[src/edp_pkg.sv]
// Purpose: Shared constants of the encoder divided pulse output block
// Assumes: APB register map with 32-bit data and 12-bit byte addresses
// Notes:   Settings marked pending take effect only after a restart
package edp_pkg;

  localparam int          ADDR_W         = 12;

  // Register byte offsets
  localparam logic [11:0] CTRL_OFS       = 12'h000;
  localparam logic [11:0] PPR_OFS        = 12'h004;
  localparam logic [11:0] LRES_OFS       = 12'h008;
  localparam logic [11:0] ENC_CNT_OFS    = 12'h00C;
  localparam logic [11:0] RSPD_OFS       = 12'h010;
  localparam logic [11:0] LSPD_OFS       = 12'h014;
  localparam logic [11:0] STATUS_OFS     = 12'h018;
  localparam logic [11:0] POS_OFS        = 12'h01C;

  // Control field positions
  localparam int          CTRL_LINEAR    = 0;
  localparam int          CTRL_REVERSE   = 1;
  localparam int          CTRL_C_BOTH    = 2;
  localparam int          CTRL_OUT_EN    = 3;
  localparam int          CTRL_RESTART   = 8;
  localparam int          CTRL_W         = 4;

  // Status field positions
  localparam int          ST_CFG_OK      = 0;
  localparam int          ST_SEQ_ERR     = 1;
  localparam int          ST_C_PENDING   = 2;
  localparam int          ST_C_OUT       = 3;
  localparam int          ST_PHASE_LO    = 4;

  // Reset values and ranges
  localparam logic [3:0]  CTRL_RST       = 4'h8;
  localparam logic [31:0] PPR_RST        = 32'h0000_0800;
  localparam logic [31:0] PPR_MIN        = 32'h0000_0010;
  localparam logic [31:0] PPR_MAX        = 32'h4000_0000;
  localparam logic [31:0] LRES_RST       = 32'h0000_1000;
  localparam logic [31:0] ENC_CNT_RST    = 32'h0010_0000;
  localparam logic [15:0] RSPD_RST       = 16'h2710;
  localparam logic [6:0]  LSPD_RST       = 7'h32;
  localparam logic [6:0]  LSPD_MIN       = 7'h01;
  localparam logic [6:0]  LSPD_MAX       = 7'h64;

  // Highest resolution times max linear speed that the output can follow
  localparam logic [39:0] LIN_RATE_LIMIT = 40'h00_1000_0000;

endpackage : edp_pkg

[src/edp_top.sv]
// Purpose: Encoder divided quadrature and origin pulse output with APB
// Assumes: Encoder gives quadrature A/B and an index Z on pins
// Notes:   Settings apply at reset or after a restart command
//
// The APB register port and the placing of the registers were left to the implementer.
`timescale 1ns/1ps
module edp_top
  import edp_pkg::*;
(
  input  wire logic              pclk,
  input  wire logic              presetn,
  input  wire logic [ADDR_W-1:0] paddr,
  input  wire logic              psel,
  input  wire logic              penable,
  input  wire logic              pwrite,
  input  wire logic [31:0]       pwdata,
  output logic      [31:0]       prdata,
  output logic                   pready,
  output logic                   pslverr,
  input  wire logic              enc_a_in,
  input  wire logic              enc_b_in,
  input  wire logic              enc_z_in,
  output logic                   quad_phase_a_out,
  output logic                   quad_phase_a_out_n,
  output logic                   quad_phase_b_out,
  output logic                   quad_phase_b_out_n,
  output logic                   origin_pulse_out,
  output logic                   origin_pulse_out_n
);

  // Pending settings and the copies in use
  logic [CTRL_W-1:0] ctrl_r, ctrl_nxt, ctrl_act_r, ctrl_act_nxt;
  logic [31:0]       ppr_r, ppr_nxt, ppr_act_r, ppr_act_nxt;
  logic [31:0]       lres_r, lres_nxt, lres_act_r, lres_act_nxt;
  logic [31:0]       enc_r, enc_nxt, enc_act_r, enc_act_nxt;
  logic [15:0]       rspd_r, rspd_nxt, rspd_act_r, rspd_act_nxt;
  logic [6:0]        lspd_r, lspd_nxt, lspd_act_r, lspd_act_nxt;
  logic              restart_r, restart_nxt;
  logic              cfg_ok_r, cfg_ok_nxt;
  logic              seq_err_r, seq_err_nxt;

  // APB answer
  logic [31:0]       prdata_nxt;
  logic              pready_nxt;
  logic              pslverr_nxt;

  // Encoder side
  logic              enc_a_s, enc_b_s, enc_z_s;
  logic [1:0]        enc_idx_r, enc_idx_nxt;
  logic              z_prev_r, z_prev_nxt;
  logic              last_fwd_r, last_fwd_nxt;

  // Output side
  logic [1:0]        q_r, q_nxt;
  logic              c_r, c_nxt;
  logic              c_pend_r, c_pend_nxt;
  logic [31:0]       pos_r, pos_nxt;
  logic              a_nxt, b_nxt;

  // Comb helpers
  logic              access, commit, wr_commit;
  logic              hit, bad_val;
  logic [31:0]       rd_word;
  logic [1:0]        enc_idx, enc_diff;
  logic              enc_step, motor_fwd, z_rise;
  logic              out_en;
  logic              div_step, div_dir;
  logic [33:0]       div_num;
  logic [39:0]       lin_rate;

  edp_sync2 u_sync_a (
    .clk   (pclk),
    .rst_n (presetn),
    .d     (enc_a_in),
    .q     (enc_a_s)
  );

  edp_sync2 u_sync_b (
    .clk   (pclk),
    .rst_n (presetn),
    .d     (enc_b_in),
    .q     (enc_b_s)
  );

  edp_sync2 u_sync_z (
    .clk   (pclk),
    .rst_n (presetn),
    .d     (enc_z_in),
    .q     (enc_z_s)
  );

  // Encoder counts are scaled to output edges per revolution or pitch
  always_comb begin
    div_num = ctrl_act_r[CTRL_LINEAR] ? {lres_act_r, 2'b00}
                                      : {ppr_act_r, 2'b00};
  end

  edp_rate_div u_div (
    .clk      (pclk),
    .rst_n    (presetn),
    .step_in  (enc_step & out_en),
    .dir_in   (motor_fwd ^ ctrl_act_r[CTRL_REVERSE]),
    .num      (div_num),
    .den      (enc_act_r),
    .step_out (div_step),
    .dir_out  (div_dir)
  );

  // Register file and APB slave, answering one cycle into access
  always_comb begin
    access    = psel & penable;
    commit    = access & pready;
    wr_commit = commit & pwrite;
    hit       = 1'b1;
    rd_word   = '0;
    case (paddr)
      CTRL_OFS:    rd_word = {28'h000_0000, ctrl_r};
      PPR_OFS:     rd_word = ppr_r;
      LRES_OFS:    rd_word = lres_r;
      ENC_CNT_OFS: rd_word = enc_r;
      RSPD_OFS:    rd_word = {16'h0000, rspd_r};
      LSPD_OFS:    rd_word = {25'h000_0000, lspd_r};
      STATUS_OFS: begin
        rd_word[ST_CFG_OK]                = cfg_ok_r;
        rd_word[ST_SEQ_ERR]               = seq_err_r;
        rd_word[ST_C_PENDING]             = c_pend_r;
        rd_word[ST_C_OUT]                 = c_r;
        rd_word[ST_PHASE_LO +: 2]         = q_r;
      end
      POS_OFS:     rd_word = pos_r;
      default:     hit = 1'b0;
    endcase
    bad_val = 1'b0;
    if (pwrite) begin
      case (paddr)
        PPR_OFS:     bad_val = (pwdata < PPR_MIN) || (pwdata > PPR_MAX);
        LRES_OFS:    bad_val = (pwdata == 32'h0000_0000);
        ENC_CNT_OFS: bad_val = (pwdata == 32'h0000_0000);
        RSPD_OFS:    bad_val = (pwdata[31:16] != 16'h0000);
        LSPD_OFS:    bad_val = (pwdata < {25'h000_0000, LSPD_MIN}) ||
                               (pwdata > {25'h000_0000, LSPD_MAX});
        default:     bad_val = 1'b0;
      endcase
    end
    pready_nxt  = access & ~pready;
    prdata_nxt  = (pready_nxt & ~pwrite) ? rd_word : 32'h0000_0000;
    pslverr_nxt = pready_nxt & (~hit | bad_val);

    ctrl_nxt    = ctrl_r;
    ppr_nxt     = ppr_r;
    lres_nxt    = lres_r;
    enc_nxt     = enc_r;
    rspd_nxt    = rspd_r;
    lspd_nxt    = lspd_r;
    restart_nxt = 1'b0;
    if (wr_commit & ~pslverr) begin
      case (paddr)
        CTRL_OFS: begin
          ctrl_nxt    = pwdata[CTRL_W-1:0];
          restart_nxt = pwdata[CTRL_RESTART];
        end
        PPR_OFS:     ppr_nxt  = pwdata;
        LRES_OFS:    lres_nxt = pwdata;
        ENC_CNT_OFS: enc_nxt  = pwdata;
        RSPD_OFS:    rspd_nxt = pwdata[15:0];
        LSPD_OFS:    lspd_nxt = pwdata[6:0];
        default:     ctrl_nxt = ctrl_r;
      endcase
    end

    // Restart copies every pending setting into use at once
    ctrl_act_nxt = restart_r ? ctrl_r : ctrl_act_r;
    ppr_act_nxt  = restart_r ? ppr_r  : ppr_act_r;
    lres_act_nxt = restart_r ? lres_r : lres_act_r;
    enc_act_nxt  = restart_r ? enc_r  : enc_act_r;
    rspd_act_nxt = restart_r ? rspd_r : rspd_act_r;
    lspd_act_nxt = restart_r ? lspd_r : lspd_act_r;

    // Slower linear travel leaves room for more output edges
    lin_rate   = {33'h0_0000_0000, lspd_act_r} * {8'h00, lres_act_r};
    cfg_ok_nxt = ~ctrl_act_r[CTRL_LINEAR] ||
                 (lin_rate <= LIN_RATE_LIMIT);
  end

  // Encoder decode and output waveform
  always_comb begin
    out_en    = ctrl_act_r[CTRL_OUT_EN] & cfg_ok_r;
    enc_idx   = {enc_b_s, enc_a_s ^ enc_b_s};
    enc_diff  = enc_idx - enc_idx_r;
    enc_step  = (enc_diff == 2'd1) | (enc_diff == 2'd3);
    motor_fwd = (enc_diff == 2'd1);
    z_rise    = enc_z_s & ~z_prev_r;

    enc_idx_nxt  = enc_idx;
    z_prev_nxt   = enc_z_s;
    last_fwd_nxt = enc_step ? motor_fwd : last_fwd_r;

    // Set wins over a software clear in the same cycle
    seq_err_nxt = seq_err_r;
    if (wr_commit && paddr == STATUS_OFS && pwdata[ST_SEQ_ERR])
      seq_err_nxt = 1'b0;
    if (enc_diff == 2'd2)
      seq_err_nxt = 1'b1;

    q_nxt   = q_r;
    pos_nxt = pos_r;
    if (div_step) begin
      q_nxt   = div_dir ? q_r + 2'd1 : q_r - 2'd1;
      pos_nxt = div_dir ? pos_r + 32'h0000_0001 : pos_r - 32'h0000_0001;
    end
    // Sequence 00,10,11,01 for A,B: B trails A by a quarter cycle
    a_nxt = q_nxt[0] ^ q_nxt[1];
    b_nxt = q_nxt[1];

    // Index is armed, then C rides the next A high phase
    c_pend_nxt = c_pend_r;
    c_nxt      = c_r;
    if (z_rise && out_en &&
        (last_fwd_r || ctrl_act_r[CTRL_C_BOTH]))
      c_pend_nxt = 1'b1;
    if (a_nxt && !quad_phase_a_out && c_pend_nxt) begin
      c_nxt      = 1'b1;
      c_pend_nxt = 1'b0;
    end else if (!a_nxt && quad_phase_a_out) begin
      c_nxt      = 1'b0;
    end
    // Reverse pass in both-direction mode starts C late: may be narrow
    if (z_rise && out_en && !last_fwd_r && ctrl_act_r[CTRL_C_BOTH] &&
        a_nxt) begin
      c_nxt      = 1'b1;
      c_pend_nxt = 1'b0;
    end
    // Above the homing speed limit an index may land between A highs
    // and be merged into the next one
  end

  always_ff @(posedge pclk or negedge presetn) begin
    if (!presetn) begin
      ctrl_r     <= CTRL_RST;
      ctrl_act_r <= CTRL_RST;
      ppr_r      <= PPR_RST;
      ppr_act_r  <= PPR_RST;
      lres_r     <= LRES_RST;
      lres_act_r <= LRES_RST;
      enc_r      <= ENC_CNT_RST;
      enc_act_r  <= ENC_CNT_RST;
      rspd_r     <= RSPD_RST;
      rspd_act_r <= RSPD_RST;
      lspd_r     <= LSPD_RST;
      lspd_act_r <= LSPD_RST;
      restart_r  <= 1'b0;
      cfg_ok_r   <= 1'b1;
      seq_err_r  <= 1'b0;
      prdata     <= 32'h0000_0000;
      pready     <= 1'b0;
      pslverr    <= 1'b0;
      enc_idx_r  <= 2'd0;
      z_prev_r   <= 1'b0;
      last_fwd_r <= 1'b1;
      q_r        <= 2'd0;
      c_r        <= 1'b0;
      c_pend_r   <= 1'b0;
      pos_r      <= 32'h0000_0000;
      quad_phase_a_out   <= 1'b0;
      quad_phase_a_out_n <= 1'b1;
      quad_phase_b_out   <= 1'b0;
      quad_phase_b_out_n <= 1'b1;
      origin_pulse_out   <= 1'b0;
      origin_pulse_out_n <= 1'b1;
    end else begin
      ctrl_r     <= ctrl_nxt;
      ctrl_act_r <= ctrl_act_nxt;
      ppr_r      <= ppr_nxt;
      ppr_act_r  <= ppr_act_nxt;
      lres_r     <= lres_nxt;
      lres_act_r <= lres_act_nxt;
      enc_r      <= enc_nxt;
      enc_act_r  <= enc_act_nxt;
      rspd_r     <= rspd_nxt;
      rspd_act_r <= rspd_act_nxt;
      lspd_r     <= lspd_nxt;
      lspd_act_r <= lspd_act_nxt;
      restart_r  <= restart_nxt;
      cfg_ok_r   <= cfg_ok_nxt;
      seq_err_r  <= seq_err_nxt;
      prdata     <= prdata_nxt;
      pready     <= pready_nxt;
      pslverr    <= pslverr_nxt;
      enc_idx_r  <= enc_idx_nxt;
      z_prev_r   <= z_prev_nxt;
      last_fwd_r <= last_fwd_nxt;
      q_r        <= q_nxt;
      c_r        <= c_nxt;
      c_pend_r   <= c_pend_nxt;
      pos_r      <= pos_nxt;
      quad_phase_a_out   <= a_nxt;
      quad_phase_a_out_n <= ~a_nxt;
      quad_phase_b_out   <= b_nxt;
      quad_phase_b_out_n <= ~b_nxt;
      origin_pulse_out   <= c_nxt;
      origin_pulse_out_n <= ~c_nxt;
    end
  end

endmodule : edp_top

[src/edp_sync2.sv]
// Purpose: Two flip-flop synchroniser for one pin level
// Assumes: Input is asynchronous to clk
// Notes:   First stage feeds only the second stage
`timescale 1ns/1ps
module edp_sync2 (
  input  wire logic clk,
  input  wire logic rst_n,
  input  wire logic d,
  output logic      q
);

  logic meta_r;

  always_ff @(posedge clk or negedge rst_n) begin
    if (!rst_n) begin
      meta_r <= 1'b0;
      q      <= 1'b0;
    end else begin
      meta_r <= d;
      q      <= meta_r;
    end
  end

endmodule : edp_sync2

[src/edp_rate_div.sv]
// Purpose: Fractional divider from encoder counts to output edges
// Assumes: num <= den, so at most one output edge per encoder count
// Notes:   Accumulator stays in [0, den) in both directions
`timescale 1ns/1ps
module edp_rate_div (
  input  wire logic        clk,
  input  wire logic        rst_n,
  input  wire logic        step_in,
  input  wire logic        dir_in,
  input  wire logic [33:0] num,
  input  wire logic [31:0] den,
  output logic             step_out,
  output logic             dir_out
);

  logic [33:0] acc_r;
  logic [33:0] acc_nxt;
  logic        step_nxt;
  logic        dir_nxt;
  logic [33:0] sum;
  logic [33:0] den_w;

  always_comb begin
    den_w    = {2'b00, den};
    acc_nxt  = acc_r;
    step_nxt = 1'b0;
    dir_nxt  = dir_out;
    sum      = acc_r + num;
    // A smaller count per revolution after restart leaves the
    // accumulator out of range: fold it back, a step then is lost
    if (acc_r >= den_w) begin
      acc_nxt  = '0;
    end else if (step_in) begin
      dir_nxt = dir_in;
      if (dir_in) begin
        if (sum >= den_w) begin
          acc_nxt  = sum - den_w;
          step_nxt = 1'b1;
        end else begin
          acc_nxt  = sum;
        end
      end else if (acc_r >= num) begin
        acc_nxt  = acc_r - num;
      end else begin
        acc_nxt  = acc_r + den_w - num;
        step_nxt = 1'b1;
      end
    end
  end

  always_ff @(posedge clk or negedge rst_n) begin
    if (!rst_n) begin
      acc_r    <= '0;
      step_out <= 1'b0;
      dir_out  <= 1'b1;
    end else begin
      acc_r    <= acc_nxt;
      step_out <= step_nxt;
      dir_out  <= dir_nxt;
    end
  end

endmodule : edp_rate_div

[config.mk]
export PLATFORM = sky130hd
export DESIGN_NAME = edp_top
export DESIGN_NICKNAME = d
export VERILOG_FILES = /design/src/edp_pkg.sv /design/src/edp_top.sv /design/src/edp_sync2.sv /design/src/edp_rate_div.sv
export SDC_FILE = /design/constraint.sdc
export NUM_CORES = 1
export LEC_CHECK = 0
export ABC_AREA = 1
export BUFFER_PORTS_ARGS = -buffer_cell sky130_fd_sc_hd__buf_2
export CORE_ASPECT_RATIO = 0.75
export CORE_MARGIN = 2
export CORE_UTILIZATION = 35
export DETAILED_ROUTE_END_ITERATION = 16
export PLACE_DENSITY_LB_ADDON = 0.1
export SLEW_MARGIN = 25
export SYNTH_ARGS = -nofsm -noshare
export SYNTH_HDL_FRONTEND = slang
export SYNTH_SLANG_ARGS = --single-unit
[constraint.sdc]
create_clock -name pclk -period 7.6 [get_ports pclk]
set_input_delay 0.38 -clock pclk [delete_from_list [all_inputs] [get_ports pclk]]
set_output_delay 0.38 -clock pclk [all_outputs]
set_load 0.01 [all_outputs]
# ---- Word-level counts from Yosys, hierarchy flattened
# Index checks and enable logic that the tools add are counted.
dict set report totals {
  romBits 0
  reg_bits 354
  in_bits 52
  ram_bits 0
  out_inout_bits 40
  wordCells 153
  latchBits 0
  n_memories 0
}
dict set report op_classes {
  n_addsub 10
  bitwise 25
  mux 30
  div 0
  n_mul 1
  n_shift 0
  order_cmp 8
  eq_ne 10
  n_reduce_logical 31
}
# cell n
set op_table {}
lappend op_table {{34-bit two-way mux} 6}
lappend op_table {{26-bit one-hot mux with 6 select lines} 1}
lappend op_table {{34-bit by 32-bit >= comparator with 1-bit output} 2}
lappend op_table {{34-bit subtractor} 2}
lappend op_table {{32-bit two-way mux} 2}
lappend op_table {{12-bit by 5-bit == test with 1-bit output, second input constant} 4}
lappend op_table {{6-bit one-hot mux with 8 select lines} 1}
lappend op_table {{39-bit by 29-bit less-or-equal comparator with 1-bit output, second input constant} 1}
lappend op_table {{7-bit by 32-bit multiplier with 39-bit output} 1}
lappend op_table {{34-bit by 32-bit adder with 34-bit output} 1}
lappend op_table {{34-bit adder} 1}
lappend op_table {{34-bit >= comparator} 1}
lappend op_table {{34-bit by 32-bit subtractor with 34-bit output} 1}
lappend op_table {{32-bit by 1-bit adder with 32-bit output, second input constant} 1}
lappend op_table {{32-bit by 31-bit greater-than comparator with 1-bit output, second input constant} 1}
lappend op_table {{32-bit by 7-bit greater-than comparator with 1-bit output, second input constant} 1}
lappend op_table {{32-bit zero test} 1}
lappend op_table {{32-bit by 1-bit less-than comparator with 1-bit output, second input constant} 1}
lappend op_table {{32-bit by 5-bit less-than comparator with 1-bit output, second input constant} 1}
lappend op_table {{32-bit by 1-bit subtractor with 32-bit output, second input constant} 1}
lappend op_table {{12-bit by 4-bit == test with 1-bit output, second input constant} 2}
lappend op_table {{1-bit two-way mux} 17}
lappend op_table {{16-bit nonzero test} 1}
lappend op_table {{2-bit AND reduction} 7}
lappend op_table {{other kinds (19)} 57}

# ---- Longest topological paths before layout
dict set report depth {
  depth_word 10
  ltp_mapped 33
  depth_no_buf 30
}

# ---- Cells and area by module
# Synthesis repeated with hierarchy kept, for this count alone.
dict set report hier_totals {
  cells_unflattened 5049
  hier_area_um2 35764.3
}
# mod area_each_um2 seq_area_each_um2 cells_per_inst n_inst
set modules_own_cells {}
lappend modules_own_cells {edp_top 22519.1 7812.5 2835 1}
lappend modules_own_cells {edp_rate_div 13095.1 902.1 2208 1}
lappend modules_own_cells {edp_sync2 50.0 50.0 2 3}

# ---- Worst setup path before layout
# Ideal clock, no wire load.
dict set report synth_path {
  kind {reg2reg}
  from {register lspd_act_r[5]}
  to {register cfg_ok_r}
  period_less_slack_ns 4.684
  required_time_ns 7.535
  t_arrival_ns 4.619
  n_path_buf 2
  setup_time_ns 0.065
  slack_ns 2.916
  stages_incl_launch_ff 24
  cell_sequence {dfstp_2 -> clkbuf_1 -> clkbuf_1 -> nand2_1 -> fa_1 -> fa_1 -> fa_1 -> inv_1 -> fa_1 -> ha_1 -> nand2_1 -> nor2_1 -> nand3_1 -> nand3_1 -> nand2_1 -> nand3_1 -> nand2_1 -> nand2_1 -> nand2_1 -> nor2_1 -> nand2_1 -> nor2_1 -> nand3_1 -> nand3_1}
}
dict set report synth_between {
  elab_chain_cells 3
}
# element line_no
set synth_lines {}
lappend synth_lines {{start, declared} edp_top.sv:37} ;# logic [6:0] lspd_r, lspd_nxt, lspd_act_r, lspd_act_nxt;
lappend synth_lines {{start signal, assigned} edp_top.sv:282} ;# lspd_act_r <= lspd_act_nxt;
lappend synth_lines {{7-bit by 32-bit multiplier with 39-bit output} edp_top.sv:180} ;# lin_rate = {33'h0_0000_0000, lspd_act_r} * {8'h00, lres_act_r};
lappend synth_lines {{39-bit by 29-bit less-or-equal comparator with 1-bit output} edp_top.sv:182} ;# (lin_rate <= LIN_RATE_LIMIT);
lappend synth_lines {{1-bit logical OR} edp_top.sv:181} ;# cfg_ok_nxt = ~ctrl_act_r[CTRL_LINEAR] ||
lappend synth_lines {{net cfg_ok_nxt} edp_top.sv:39} ;# logic cfg_ok_r, cfg_ok_nxt;
lappend synth_lines {{end signal, assigned} edp_top.sv:284} ;# cfg_ok_r <= cfg_ok_nxt;
lappend synth_lines {{end, declared} edp_top.sv:39}
# The timed path passes the listed nets, and every way through them passes these cells.
# A chain may end at the register's enable or synchronous reset.

# ---- Worst setup path after layout
dict set report layout_path {
  from {register ctrl_act_r[0]}
  to {register u_div.acc_r[17]}
}
dict set report layout_between {
  elab_chain_cells 7
  elab_cells_between_ends 12
  classes_between {add/sub: 4; order compare: 2; mux: 6}
}
# element line_no
set layout_lines {}
lappend layout_lines {{start, declared} edp_top.sv:32} ;# logic [CTRL_W-1:0] ctrl_r, ctrl_nxt, ctrl_act_r, ctrl_act_nxt;
lappend layout_lines {{start signal, assigned} edp_top.sv:272} ;# ctrl_act_r <= ctrl_act_nxt;
lappend layout_lines {{34-bit two-way mux *} edp_top.sv:94} ;# div_num = ctrl_act_r[CTRL_LINEAR] ? {lres_act_r, 2'b00}
lappend layout_lines {{34-bit adder} edp_rate_div.sv:28} ;# sum = acc_r + num;
lappend layout_lines {{34-bit by 32-bit subtractor with 34-bit output / 34-bit by 32-bit >= comparator with 1-bit output (equally long branches)} {edp_rate_div.sv:37, edp_rate_div.sv:36}}
lappend layout_lines {{34-bit two-way mux} edp_rate_div.sv:36} ;# if (sum >= den_w) begin
lappend layout_lines {{34-bit two-way mux *} edp_rate_div.sv:35} ;# if (dir_in) begin
lappend layout_lines {{34-bit two-way mux *} edp_rate_div.sv:33} ;# end else if (step_in) begin
lappend layout_lines {{34-bit two-way mux *} edp_rate_div.sv:31} ;# if (acc_r >= den_w) begin
lappend layout_lines {{end signal, assigned} edp_rate_div.sv:57} ;# acc_r <= acc_nxt;
lappend layout_lines {{end, declared} edp_rate_div.sv:16} ;# logic [33:0] acc_r;
# Every way passes the cells marked *; elsewhere a longest branch is shown, timed or not. The select of a mux whose other input is x is not followed.

==> metrics.yaml <==
run_status: "complete, no violations"
synth.distinct_cells: 64
floorplan.die_area_sq_um: 104700
timing.rr.end: "u_div.acc_r[17]"
grt-ovfl-total: 0
cts_post_setup_buffers_inserted: 0
cts_inserted_buffers: 42
finClkSkew_ns: 0.03138
route.detailed.drc: 0
yosys_register_bits: 353
rsz0062_at_grt: "false"
seq_area_frac_synth_pct: 24.80
clk_root_buffer_cell: "sky130_fd_sc_hd__clkbuf_16"
std_cell_rows: 101
p_comb_share_pct: 5.0
place_hpwl_um: 117100
cellInternalPower_mw: 3.114
max_slew_headroom_pct: 36.12
fp.dieW_um: 373.0
initialDrtViolationCount: 3517
cap_viol_max_count: 0
cell_with_the_most_instances_after_synthesis: "sky130_fd_sc_hd__nand2_1"
met1_usage_pct: 42.89
whs_path_depth: 3
finalPower_mw: 4.164
ioPinCount: 92
ant_nets: 0
synth_top_flop_cell: "sky130_fd_sc_hd__dfrtp_1"
met3_usage_pct: 4.932
post_synth_main_area_contributors: "sky130_fd_sc_hd__dfrtp_1 (23%), sky130_fd_sc_hd__nand2_1 (16%), sky130_fd_sc_hd__fa_1 (10%), sky130_fd_sc_hd__inv_1 (8.9%), sky130_fd_sc_hd__ha_1 (8.6%)"
p_clk_share_pct: 49.6
peakVddDrop_v: 0.0001437
finalWirelength_um: 142300
yosysWarningCount: 0
die_h_um: 280.7
hp-start: "penable"
crit_path_max_fanout: 44
power_switching_mw: 1.050
path_class: "reg2reg"
insertion_delay_ns: 0.60
timing.critical_path.to_type: "flop"
cellPowerDensity_nw_per_um2: 107.4
min_period_ns: 5.761
use_met2_pct: 38.03
io_buffers: 91
vias_in_the_first_global_route: 33000
average_wire_per_cell_in_the_routed_design_um: 21.68
gr_busiest_metal: "met1"
timing.reg2reg.worst_path_depth: 23
globalplace.congestion: 1.053
antenna_found_initial: 3
hold_wc_path_type: "in2reg"
cts_tree: "built"
synth_cells: 5192
proportion_of_netlist_area_held_by_the_largest_area_contributor_pct: 22.97
htree_num_levels: 2
static-leakage-power_nw: 21.35
clock.fmax_ghz: 0.1736
hold_path_end: "pready"
area.growth.synth_to_final_pct: 8.500
cells_resized_by_post_cts_repair: 0
timing_hold_violations_final: 0
n_antenna_cell: 0
initial_core_utilization_pct: 35.31
total_vias_in_the_final_route: 34340
mappedNetlistNets: 5675
number_of_synthesized_flops_with_an_enable_pin: 0
final_min_period_over_clock_period_pct: 75.81
detail_route.vias_per_cell: 5.233
syn-cell-area_sq_um: 35740
synth_area_per_cell_sq_um: 6.884
clkTransAtPathRegs_ns: 0.06
worst_ep_required_time_ns: 8.06
grt_first_pass_wirelength_um: 214100
max-clock-path-buffers: 3
finalSetupViolCount: 0
drv_slew: 0
num-nets-final: 5672
core_sq_um: 101200
most_used_standard_cells_in_the_synthesized_netlist: "sky130_fd_sc_hd__nand2_1 (1526), sky130_fd_sc_hd__inv_1 (852), sky130_fd_sc_hd__nor2_1 (386)"
worst-slew-pin-transition_ns: 0.9546
async_reset_ff_share_pct: 100.0
crit_arrival_ns: 6.22
startpoint_type: "flop"
n_fill_cell: 10900
drive_above_1_share_pct: 6.701
rrSetupSlack_ns: 1.84
setup-tns-final_ns: 0
synth_largest_area_cell: "sky130_fd_sc_hd__dfrtp_1"
numClockSinks: 353
grt_start_max_net_pins: 128
first_pass_iters: 7
swShare_pct: 25.21
worst_r2r_startpoint: "ctrl_act_r[0]"
track_usage_pct: 27.03
power.sequential.fraction_pct: 45.4
[worst max-delay path by stage]
stage,start,end,slack (ns),cells past startpoint
2_1_floorplan,lspd_act_r[5],cfg_ok_r,2.92,23
6_report,ctrl_act_r[0],u_div.acc_r[17],1.84,23
3_5_place_dp,lspd_act_r[5],cfg_ok_r,1.98,21
3_3_place_gp,ctrl_act_r[0],u_div.acc_r[17],1.93,23
5_1_grt,ctrl_act_r[0],u_div.acc_r[17],1.37,21
4_1_cts,ctrl_act_r[0],u_div.acc_r[17],1.94,23
[power groups by stage]
stage	clock, mW	combinational (mW)	sequential, mW
after floorplan	0	0.0714	1.92
after global placement	0	0.204	1.92
after detailed placement	0	0.201	1.92
after CTS	2.11	0.204	1.89
after global routing	2.19	0.225	1.89
final	2.07	0.209	1.89
[critical path: stages, from the launching register on]
cell and delay (ns):
sky130_fd_sc_hd__dfrtp_2 0.62, sky130_fd_sc_hd__o21ai_0 0.62, sky130_fd_sc_hd__inv_1 0.25, sky130_fd_sc_hd__fa_1 0.48
sky130_fd_sc_hd__nand2_1 0.09, sky130_fd_sc_hd__nand2_1 0.08, sky130_fd_sc_hd__nand3_1 0.08, sky130_fd_sc_hd__nand2_1 0.14
sky130_fd_sc_hd__nand2_1 0.13, sky130_fd_sc_hd__nand3_2 0.14, sky130_fd_sc_hd__a21oi_1 0.29, sky130_fd_sc_hd__xor2_1 0.48
sky130_fd_sc_hd__ha_1 0.42, sky130_fd_sc_hd__nand2_1 0.12, sky130_fd_sc_hd__nor2_1 0.06, sky130_fd_sc_hd__nand2_1 0.08
sky130_fd_sc_hd__nor2_1 0.05, sky130_fd_sc_hd__nand2_1 0.05, sky130_fd_sc_hd__nand3_1 0.14, sky130_fd_sc_hd__a21oi_2 0.24
sky130_fd_sc_hd__nand3_4 0.51, sky130_fd_sc_hd__or2_0 0.41, sky130_fd_sc_hd__nand3_1 0.08, sky130_fd_sc_hd__nand2_1 0.05
[per-stage QoR]
step / std cells / hold slack [ns] / utilization, % / worst slack, ns / cell area, sq um
2_1_floorplan: 5192 / 0.08441 / - / 2.916 / 35740
3_3_place_gp: 6479 / 0.3336 / 36.86 / 1.928 / 37310
3_5_place_dp: 6479 / 0.3347 / 36.86 / 1.984 / 37310
4_1_cts: 6562 / 0.006770 / 38.31 / 1.935 / 38770
5_1_grt: 6562 / 0.02425 / 38.31 / 1.372 / 38780
6_report: 6562 / 0.03028 / 38.31 / 1.839 / 38780
[layout by cell type, fill, tap and decap left out, types with 8 or more instances in the layout]
cell                        count
sky130_fd_sc_hd__nand2_1     1523
sky130_fd_sc_hd__buf_2         90
sky130_fd_sc_hd__dfrtp_1      326
sky130_fd_sc_hd__inv_1        852
sky130_fd_sc_hd__nand3b_1      19
sky130_fd_sc_hd__a22o_1        22
sky130_fd_sc_hd__nor2_2        12
sky130_fd_sc_hd__ha_1         247
sky130_fd_sc_hd__or2_2         10
sky130_fd_sc_hd__a21oi_1      213
sky130_fd_sc_hd__clkbuf_16     42
sky130_fd_sc_hd__nand3_1      300
sky130_fd_sc_hd__xnor2_1       40
sky130_fd_sc_hd__clkbuf_8       8
sky130_fd_sc_hd__nor2_1       385
sky130_fd_sc_hd__o21a_1        17
sky130_fd_sc_hd__inv_2         17
sky130_fd_sc_hd__nor4_1         8
sky130_fd_sc_hd__clkbuf_1       9
sky130_fd_sc_hd__a21oi_2       11
sky130_fd_sc_hd__a21boi_0      12
sky130_fd_sc_hd__dfstp_2       25
sky130_fd_sc_hd__and2_1         8
sky130_fd_sc_hd__clkinv_2      10
sky130_fd_sc_hd__a221oi_1      28
sky130_fd_sc_hd__nor3_1        44
sky130_fd_sc_hd__a31oi_1       25
sky130_fd_sc_hd__a21o_1        22
sky130_fd_sc_hd__o211ai_1      10
sky130_fd_sc_hd__nand2_2       16
sky130_fd_sc_hd__o21ai_0      356
sky130_fd_sc_hd__mux2_2        34
sky130_fd_sc_hd__buf_4         28
sky130_fd_sc_hd__fa_1         184
sky130_fd_sc_hd__nand4_1       88
sky130_fd_sc_hd__o21ai_1       19
sky130_fd_sc_hd__xor2_1        59
sky130_fd_sc_hd__o21bai_1      27
[routing by layer]
layer / vias up / part of all wire (%)
met5: - / 0.019
met4: 4 / 1.2
met3: 108 / 8.7
met2: 1179 / 39
met1: 16560 / 51
li1: 16480 / -
[cell type report]
| type | instances | area (sq um) | area share [%] |
|---|---|---|---|
| Inverter | 872 | 3278 | 8.454 |
| Timing Repair Buffer | 126 | 757.0 | 1.952 |
| Clock buffer | 59 | 1195 | 3.081 |
| Tap cell | 1339 | 1675 | 4.320 |
| Clock inverter | 19 | 220.2 | 0.5679 |
| Sequential cell | 353 | 8870 | 22.87 |
| Multi-Input combinational cell | 3794 | 22780 | 58.75 |
[kinds of logic (layout without fill, tap and decap cells)]
logic type | after synthesis | after routing | synth area share, %
adders and majority gates | 431 | 431 | 18.95
and+or+nand+nor | 2443 | 2443 | 28.48
muxes | 34 | 34 | 1.071
buffers and inverters | 1045 | 1076 | 11.52
xor gates and xnor gates | 100 | 100 | 2.503
DFF | 353 | 353 | 24.80
AOI/OAI and AO/OA | 786 | 786 | 12.67
[sequential cells by signal (all words and copies together), names as in the netlist, 2 cells and up]
| register | flops |
|---|---|
| lspd_act_r | 7 |
| ppr_r | 32 |
| q_r | 2 |
| rspd_r | 16 |
| enc_idx_r | 2 |
| ctrl_r | 4 |
| u_div.acc_r | 34 |
| ctrl_act_r | 4 |
| enc_r | 32 |
| pos_r | 32 |
| enc_act_r | 32 |
| lres_act_r | 32 |
| ppr_act_r | 32 |
| prdata | 32 |
| lres_r | 32 |
| lspd_r | 7 |
[what timing repair did]
item,in CTS,in global routing
setup endpoints to repair,0,0
hold endpoints to repair,54,0
hold buffers,5,0
Power figures use the tool's default switching activity.
